## src/hdl/rfxcb_pkg.sv

```systemverilog
package rfxcb_pkg;

  // Register offsets on the control bus
  localparam logic [6:0] RFXCB_OFS_NUM1_LOW  = 7'h1e;
  localparam logic [6:0] RFXCB_OFS_NUM2_HIGH = 7'h1f;
  localparam logic [6:0] RFXCB_OFS_NUM2_LOW  = 7'h20;
  localparam logic [6:0] RFXCB_OFS_NUM3_HIGH = 7'h21;
  localparam logic [6:0] RFXCB_OFS_NUM3_LOW  = 7'h22;
  localparam logic [6:0] RFXCB_OFS_NUM4_HIGH = 7'h23;
  localparam logic [6:0] RFXCB_OFS_NUM4_LOW  = 7'h24;
  localparam logic [6:0] RFXCB_OFS_NUM5_HIGH = 7'h25;
  localparam logic [6:0] RFXCB_OFS_NUM5_LOW  = 7'h26;
  localparam logic [6:0] RFXCB_OFS_DEN1_HIGH = 7'h27;

  // Register and field geometry
  localparam int RFXCB_ADDR_W   = 7;
  localparam int RFXCB_BYTE_W   = 8;
  localparam int RFXCB_COEFF_W  = 16;
  localparam int RFXCB_NUM_REGS = 10;
  localparam int RFXCB_HIGH_LSB = 8;

  // Reset values; bytes with no documented value reset to zero
  localparam logic [7:0] RFXCB_RST_NUM1_LOW  = 8'h00;
  localparam logic [7:0] RFXCB_RST_NUM2_HIGH = 8'h67;
  localparam logic [7:0] RFXCB_RST_NUM2_LOW  = 8'h5d;
  localparam logic [7:0] RFXCB_RST_NUM3_HIGH = 8'h6b;
  localparam logic [7:0] RFXCB_RST_NUM3_LOW  = 8'h00;
  localparam logic [7:0] RFXCB_RST_NUM4_HIGH = 8'h96;
  localparam logic [7:0] RFXCB_RST_NUM4_LOW  = 8'h66;
  localparam logic [7:0] RFXCB_RST_NUM5_HIGH = 8'h67;
  localparam logic [7:0] RFXCB_RST_NUM5_LOW  = 8'h5d;
  localparam logic [7:0] RFXCB_RST_DEN1_HIGH = 8'h7d;

  // Answer on unmapped reads
  localparam logic [7:0] RFXCB_RD_UNMAPPED = 8'h00;

endpackage

```

## src/hdl/rfxcb_byte_reg.sv

```systemverilog
`timescale 1ns/1ps
`default_nettype none

// One read/write coefficient byte with its own reset value
module rfxcb_byte_reg
  import rfxcb_pkg::*;
#(
  parameter logic [7:0] RST_VAL = 8'h00
) (
  // Clock and reset
  input  wire logic       clk,
  input  wire logic       rst,
  // Write port
  input  wire logic       wr_en,
  input  wire logic [7:0] wr_data,
  // Stored value
  output logic      [7:0] value
);

  logic [7:0] byte_ff;   // Stored byte
  logic [7:0] nxt_byte;  // Next stored byte

  // Next value: a write replaces all eight bits
  always_comb begin
    nxt_byte = byte_ff;
    if (wr_en) begin
      nxt_byte = wr_data;
    end
  end

  // Register with reset constant
  always_ff @(posedge clk) begin
    if (rst) begin
      byte_ff <= RST_VAL;
    end else begin
      byte_ff <= nxt_byte;
    end
  end

  assign value = byte_ff;

endmodule

`default_nettype wire

```

## src/hdl/rfxcb_coeff_join.sv

```systemverilog
`timescale 1ns/1ps
`default_nettype none

// Joins an upper and a lower byte into one signed coefficient
module rfxcb_coeff_join
  import rfxcb_pkg::*;
(
  // Byte halves
  input  wire logic        [7:0]  high_byte,
  input  wire logic        [7:0]  low_byte,
  // Joined coefficient, two's complement
  output logic signed      [15:0] coeff
);

  // Upper byte carries the sign bit
  assign coeff = signed'({high_byte, low_byte});

endmodule

`default_nettype wire

```

## src/hdl/rfxcb_bank.sv

```systemverilog
`timescale 1ns/1ps
`default_nettype none

// Right channel effects filter coefficient bank
// Software reaches single bytes at their offsets; the filter
// datapath sees the joined coefficients one cycle after the byte
// registers change. Reads answer one cycle after the strobe, and
// unmapped offsets answer zero with no hit.
module rfxcb_bank
  import rfxcb_pkg::*;
(
  // Clock and reset
  input  wire logic                clk,
  input  wire logic                rst,
  // Register access port from the control bus
  input  wire logic                reg_wr,
  input  wire logic                reg_rd,
  input  wire logic        [6:0]   reg_addr,
  input  wire logic        [7:0]   reg_wdata,
  output logic             [7:0]   reg_rdata,
  output logic                     reg_rvalid,
  output logic                     reg_hit,
  // Joined coefficients to the filter datapath
  output logic signed      [15:0]  numerator_coeff_one_low,
  output logic signed      [15:0]  numerator_coeff_two,
  output logic signed      [15:0]  numerator_coeff_three,
  output logic signed      [15:0]  numerator_coeff_four,
  output logic signed      [15:0]  numerator_coeff_five,
  output logic signed      [15:0]  denominator_coeff_one_high
);

  // Byte index within the bank
  localparam int IDX_N1L = 0;
  localparam int IDX_N2H = 1;
  localparam int IDX_N2L = 2;
  localparam int IDX_N3H = 3;
  localparam int IDX_N3L = 4;
  localparam int IDX_N4H = 5;
  localparam int IDX_N4L = 6;
  localparam int IDX_N5H = 7;
  localparam int IDX_N5L = 8;
  localparam int IDX_D1H = 9;

  // Offsets in index order
  localparam logic [6:0] OFS_TAB [RFXCB_NUM_REGS] = '{
    RFXCB_OFS_NUM1_LOW,  RFXCB_OFS_NUM2_HIGH, RFXCB_OFS_NUM2_LOW,
    RFXCB_OFS_NUM3_HIGH, RFXCB_OFS_NUM3_LOW,  RFXCB_OFS_NUM4_HIGH,
    RFXCB_OFS_NUM4_LOW,  RFXCB_OFS_NUM5_HIGH, RFXCB_OFS_NUM5_LOW,
    RFXCB_OFS_DEN1_HIGH
  };

  // Reset values in index order
  localparam logic [7:0] RST_TAB [RFXCB_NUM_REGS] = '{
    RFXCB_RST_NUM1_LOW,  RFXCB_RST_NUM2_HIGH, RFXCB_RST_NUM2_LOW,
    RFXCB_RST_NUM3_HIGH, RFXCB_RST_NUM3_LOW,  RFXCB_RST_NUM4_HIGH,
    RFXCB_RST_NUM4_LOW,  RFXCB_RST_NUM5_HIGH, RFXCB_RST_NUM5_LOW,
    RFXCB_RST_DEN1_HIGH
  };

  // Address decode, used for both write select and read hit
  function automatic logic [RFXCB_NUM_REGS-1:0] dec_addr(
    input logic [6:0] addr
  );
    logic [RFXCB_NUM_REGS-1:0] sel;
    sel = '0;
    for (int i = 0; i < RFXCB_NUM_REGS; i++) begin
      sel[i] = (addr == OFS_TAB[i]);
    end
    return sel;
  endfunction

  logic [RFXCB_NUM_REGS-1:0] wr_sel;             // Write strobes
  logic [RFXCB_NUM_REGS-1:0] rd_sel;             // Read select
  logic [7:0]                byte_val [RFXCB_NUM_REGS]; // Stored bytes

  // Decode of the access port
  always_comb begin
    wr_sel = reg_wr ? dec_addr(reg_addr) : '0;
    rd_sel = dec_addr(reg_addr);
  end

  // Storage bytes, each with its own reset constant
  for (genvar g = 0; g < RFXCB_NUM_REGS; g++) begin : g_byte
    rfxcb_byte_reg #(
      .RST_VAL (RST_TAB[g])
    ) u_byte (
      .clk     (clk),
      .rst     (rst),
      .wr_en   (wr_sel[g]),
      .wr_data (reg_wdata),
      .value   (byte_val[g])
    );
  end

  // Read path state
  logic [7:0] rdata_ff;
  logic [7:0] nxt_rdata;
  logic       rvalid_ff;
  logic       nxt_rvalid;
  logic       hit_ff;
  logic       nxt_hit;

  // Read mux: stored byte or zero for unmapped
  always_comb begin
    nxt_rdata  = rdata_ff;
    nxt_rvalid = reg_rd;
    nxt_hit    = 1'b0;
    // Same-cycle write lands after the read takes the old byte
    if (reg_rd) begin
      // Unmapped offsets answer zero
      nxt_rdata = RFXCB_RD_UNMAPPED;
      for (int i = 0; i < RFXCB_NUM_REGS; i++) begin
        if (rd_sel[i]) begin
          nxt_rdata = byte_val[i];
        end
      end
      nxt_hit = |rd_sel;
    end else if (reg_wr) begin
      nxt_hit = |rd_sel;
    end
  end

  // Read path registers
  always_ff @(posedge clk) begin
    if (rst) begin
      rdata_ff  <= 8'h00;
      rvalid_ff <= 1'b0;
      hit_ff    <= 1'b0;
    end else begin
      rdata_ff  <= nxt_rdata;
      rvalid_ff <= nxt_rvalid;
      hit_ff    <= nxt_hit;
    end
  end

  assign reg_rdata  = rdata_ff;
  assign reg_rvalid = rvalid_ff;
  assign reg_hit    = hit_ff;

  // Joined coefficient values before registering
  logic signed [15:0] join_num2;  // Numerator two pair
  logic signed [15:0] join_num3;  // Numerator three pair
  logic signed [15:0] join_num4;  // Numerator four pair
  logic signed [15:0] join_num5;  // Numerator five pair

  // pair bytes signed
  // Numerator two pair
  rfxcb_coeff_join u_join_num2 (
    .high_byte (byte_val[IDX_N2H]),
    .low_byte  (byte_val[IDX_N2L]),
    .coeff     (join_num2)
  );

  // Numerator three pair
  rfxcb_coeff_join u_join_num3 (
    .high_byte (byte_val[IDX_N3H]),
    .low_byte  (byte_val[IDX_N3L]),
    .coeff     (join_num3)
  );

  // Numerator four pair
  rfxcb_coeff_join u_join_num4 (
    .high_byte (byte_val[IDX_N4H]),
    .low_byte  (byte_val[IDX_N4L]),
    .coeff     (join_num4)
  );

  // Numerator five pair
  rfxcb_coeff_join u_join_num5 (
    .high_byte (byte_val[IDX_N5H]),
    .low_byte  (byte_val[IDX_N5L]),
    .coeff     (join_num5)
  );

  // Partial pairs: the missing half lives outside this bank, so
  // the known half sits in its own lane and the rest reads zero.
  // Pairs are not swapped atomically; the filter must be idle
  // while software rewrites both bytes of one coefficient.
  // idle-time update assumed

  // Numerator one lane: low byte only, upper half zero
  logic signed [15:0] num1_ff;   // Registered lane
  logic signed [15:0] nxt_num1;  // Next lane value

  // Next value from the stored low byte
  always_comb begin
    nxt_num1 = signed'({8'h00, byte_val[IDX_N1L]});
  end

  // Lane register, cleared by reset
  always_ff @(posedge clk) begin
    if (rst) begin
      num1_ff <= 16'sh0000;
    end else begin
      num1_ff <= nxt_num1;
    end
  end

  // Numerator two lane
  logic signed [15:0] num2_ff;   // Registered lane
  logic signed [15:0] nxt_num2;  // Next lane value

  // Next value follows the joined pair
  always_comb begin
    nxt_num2 = join_num2;
  end

  // Lane register, cleared by reset
  always_ff @(posedge clk) begin
    if (rst) begin
      num2_ff <= 16'sh0000;
    end else begin
      num2_ff <= nxt_num2;
    end
  end

  // Numerator three lane
  logic signed [15:0] num3_ff;   // Registered lane
  logic signed [15:0] nxt_num3;  // Next lane value

  // Next value follows the joined pair
  always_comb begin
    nxt_num3 = join_num3;
  end

  // Lane register, cleared by reset
  always_ff @(posedge clk) begin
    if (rst) begin
      num3_ff <= 16'sh0000;
    end else begin
      num3_ff <= nxt_num3;
    end
  end

  // Numerator four lane
  logic signed [15:0] num4_ff;   // Registered lane
  logic signed [15:0] nxt_num4;  // Next lane value

  // Next value follows the joined pair
  always_comb begin
    nxt_num4 = join_num4;
  end

  // Lane register, cleared by reset
  always_ff @(posedge clk) begin
    if (rst) begin
      num4_ff <= 16'sh0000;
    end else begin
      num4_ff <= nxt_num4;
    end
  end

  // Numerator five lane
  logic signed [15:0] num5_ff;   // Registered lane
  logic signed [15:0] nxt_num5;  // Next lane value

  // Next value follows the joined pair
  always_comb begin
    nxt_num5 = join_num5;
  end

  // Lane register, cleared by reset
  always_ff @(posedge clk) begin
    if (rst) begin
      num5_ff <= 16'sh0000;
    end else begin
      num5_ff <= nxt_num5;
    end
  end

  // Denominator one lane: upper byte only, lower half zero
  logic signed [15:0] den1_ff;   // Registered lane
  logic signed [15:0] nxt_den1;  // Next lane value

  // Next value from the stored upper byte
  always_comb begin
    nxt_den1 = signed'({byte_val[IDX_D1H], 8'h00});
  end

  // Lane register, cleared by reset
  always_ff @(posedge clk) begin
    if (rst) begin
      den1_ff <= 16'sh0000;
    end else begin
      den1_ff <= nxt_den1;
    end
  end

  // Outputs straight from the lane registers
  assign numerator_coeff_one_low    = num1_ff;
  assign numerator_coeff_two        = num2_ff;
  assign numerator_coeff_three      = num3_ff;
  assign numerator_coeff_four       = num4_ff;
  assign numerator_coeff_five       = num5_ff;
  assign denominator_coeff_one_high = den1_ff;

endmodule

`default_nettype wire

```

## config.mk

```make
export PLATFORM = sky130hd
export DESIGN_NAME = rfxcb_bank
export DESIGN_NICKNAME = d
export VERILOG_FILES = /design/src/hdl/rfxcb_pkg.sv /design/src/hdl/rfxcb_byte_reg.sv /design/src/hdl/rfxcb_coeff_join.sv /design/src/hdl/rfxcb_bank.sv
export SDC_FILE = /design/constraint.sdc
export NUM_CORES = 1
export LEC_CHECK = 0
export BUFFER_PORTS_ARGS = -buffer_cell sky130_fd_sc_hd__buf_4
export CORE_MARGIN = 8
export CORE_UTILIZATION = 40
export CTS_BUF_LIST = sky130_fd_sc_hd__clkbuf_8 sky130_fd_sc_hd__clkbuf_16
export DETAILED_ROUTE_END_ITERATION = 12
export SLEW_MARGIN = 0
export SYNTH_ARGS = -nofsm -noshare
export SYNTH_HDL_FRONTEND = slang
export SYNTH_SLANG_ARGS = --single-unit
export TNS_END_PERCENT = 50
```

## constraint.sdc

```tcl
create_clock -name clk -period 2.7 [get_ports clk]
set_input_delay 0.54 -clock clk [delete_from_list [all_inputs] [get_ports clk]]
set_output_delay 0.54 -clock clk [all_outputs]
set_load 0.05 [all_outputs]
```

==> impl_results.md <==
- Outcome: complete, no violations
- Pre-Repair DR Iteration Count: 7
- Max IR drop VDD: around 0.00044 V
- Grt total ovfl: 0
- Register-to-Register Path Depth: 5
- Worst Clk Skew: a little over 0.007 ns
- Synthesized flop and latch total: 170
- Vias: 4882
- WL/cell: 18.7 um
- Avg Inst Size Synth: roughly 10 um^2
- Die ar.: 0.0206 mm^2
- Sequential share of the synthesized area: a little over half
- EDFF count, synth: 0
- Dominant cells by area after synthesis: dfxtp_1 (52%), nor2b_1 (10%), mux2i_1 (7.5%)
- Cell taking the most area after synthesis: dfxtp_1
- Die Ht: 144 um
- Post-synth ARST share: 0%
- Routability Congestion: roughly 0.9
- Worst hold start: reg_wdata[6]
- Post-synthesis cell type count: 51
- Fill cells: about 1500
- Port bufs: around 110
- WL final: roughly 18000 um
- Final period utilization: between 70% and 80%
- Clock Pin Slew Worst Setup and Hold Paths: 0.06 ns
- Synth Instances: about 650
- Syn Std Cell Area: between 0.006 and 0.007 mm^2
- DRT iter0 DRCs: around 370
- Slew Viols, Final: 0
- Final setup violating endpoints: 0
- Critical Path RT: around 3.0 ns
- Total CTS buffers: 17
- CTS tree: done
- Worst R2R Start: g_byte[8].u_byte.value[5]
- Root Driver: clkbuf_16
- Residual DRC: 0
- Synth cell count leaders: dfxtp_1 (170), nor2b_1 (106), nor2_1 (72)
- Multi-input gate area in the final layout: ~0.0028 mm^2
- Final HPWL DP: 13000 um
- PostCTS Resize Cnt: 0
- Finished Core Util: approximately half
- Post-CTS setup buffer count: 0
- Total Routing Usage GR: between 10% and 20%
- Core ar.: between 0.015 and 0.02 mm^2
- Nets: approximately 760
- First-pass GRT wire length: 28000 um
- I/O pin count: 125
- # clock sinks: 170
- RSZ-0062 raised after global routing: no
- Synthesis Warnings: 0
- Pleak: ~3.4 nW
- Initial antenna violation count: 0
- Rel. slew slack: between 40 and 50%
- Most common cell in the netlist: dfxtp_1
- Flop-to-flop setup slack: 1.17 ns
- Hold Path End: g_byte[9].u_byte.value[6]
- Hold Path Depth: 2
- Register area: around 0.0034 mm^2
- Most common flop cell mapped by yosys: dfxtp_1
- Vias in the first global route: between 4000 and 5000
- Minimum clock period: roughly 2.1 ns
- Standard-cell row count: 46
- Diodes inserted: 0
- Max Cap Viol: 0
- Critical Path AT: 2.41 ns
- Setup TNS Final: 0 ns
- Initial core utilization: between 40 and 50%
- FF-to-FF End: reg_rdata[5]
- Final Hold Fails: 0
- Setup Crit Path Kind: input pin to flip-flop
- Critical Path Source Type: input pin
- Worst Setup End Kind: flip-flop
- PwrDens: 705 mW/mm^2
- Share of the synthesized area in the top cell type: 52.3%
- CTS Buffer Depth: 2
- Post-route ant nets: 0
- Layout cells sized above 1: 23.3%
- Hold buffer count at cts: 0
- Max Fanout on Critical Path: 13
- Fmax: roughly 480 MHz
- Drt via density: 5.02
- Clock Latency Late Sink: about 0.43 ns
- Largest net degree at the start of global routing: 80
- Worst-Margin Slew: slightly below 0.9 ns
- Hold Path Class: input pin to flip-flop
- Area grow syn2layout: 25.5%
- Die width: ~140 um
- H-tree Lvls: 4
-- final cells by class --
type                            instances  share of cell area [%]
Multi-Input combinational cell        413                    33.9
Inverter                               13                   0.598
Sequential cell                       170                    41.7
Tap cell                              216                    3.31
Timing Repair Buffer                  130                    12.6
Clock buffer                           17                    5.21
Clock inverter                         13                    2.76
-- worst max-delay path, stage by stage --
cell and delay, ns:
buf_4 0.11, or3b_1 0.42, buf_4 0.18, or2_1 0.24, or3_1 0.56, a211o_1 0.37
-- routing by layer --
metal | wire length, um | GRT usage [%]
met5 | 0 | 0
met4 | 331 | 7.03
met3 | 1210 | 4.84
met2 | 8540 | 29.1
met1 | 8080 | 22.7
-- power by group --
| part | total [mW] | leakage [nW] | switching [mW] | internal [mW] |
|---|---|---|---|---|
| clock network | 2.70 | 0.319 | 0.978 | 1.72 |
| registers | 2.57 | 1.39 | 0.0160 | 2.55 |
| logic | 0.492 | 1.67 | 0.362 | 0.130 |
| total | 5.76 | 3.37 | 1.36 | 4.40 |
-- worst max-delay path by stage --
stage	cells after the start	start	endpoint
after global routing	7	reg_addr[4]	reg_rdata[4]
final	6	reg_addr[4]	g_byte[3].u_byte.value[6]
after detailed placement	6	reg_addr[4]	g_byte[3].u_byte.value[6]
after CTS	6	reg_addr[4]	g_byte[3].u_byte.value[6]
after global placement	6	reg_addr[4]	g_byte[3].u_byte.value[5]
after floorplan	8	reg_addr[4]	g_byte[9].u_byte.value[5]
-- state kept, by name (all words and copies together), names as in the netlist, 8 cells and up --
| name | cells |
|---|---|
| denominator_coeff_one_high | 8 |
| reg_rdata | 8 |
| numerator_coeff_four | 16 |
| numerator_coeff_two | 16 |
| numerator_coeff_three | 16 |
| numerator_coeff_five | 16 |
| g_byte.u_byte.value | 80 |
| numerator_coeff_one_low | 8 |
-- stage by stage --
stage               setup WS [ns]  power (mW)  hold slack (ns)  std cells  instance area (um^2)
finish                      0.609        5.76            0.454        972                  8160
global route                0.458        5.94            0.441        972                  8160
CTS                         0.629        5.81            0.434        972                  8160
detailed placement          0.173        3.11            0.468        942                  7510
global placement            0.212        3.11            0.458        942                  7510
floorplan                   0.378        2.97            0.430        663                  6560
-- logic make-up after synthesis --
group,after synthesis,share of synthesized area [%]
flip-flops,170,52.3
other,1,0.0576
buffers and inverters,80,6.06
AO/OA/AOI/OAI,107,12.7
multiplexers,56,9.44
AND/OR/NAND/NOR,234,19.5
-- cells in the final DEF, fill, tap and decap left out, drive strengths merged, types with 11 or more instances in the layout --
master / netlist / final
nor2b: 106 / 106
dfxtp: 170 / 170
conb: 1 / 16
nand2: 16 / 16
clkbuf: 35 / 17
a21oi: 12 / 12
buf: 32 / 130
a211o: 35 / 35
mux2i: 49 / 49
nand3: 11 / 11
nor2: 75 / 75
inv: 13 / 14
Power figures use the tool's default switching activity.
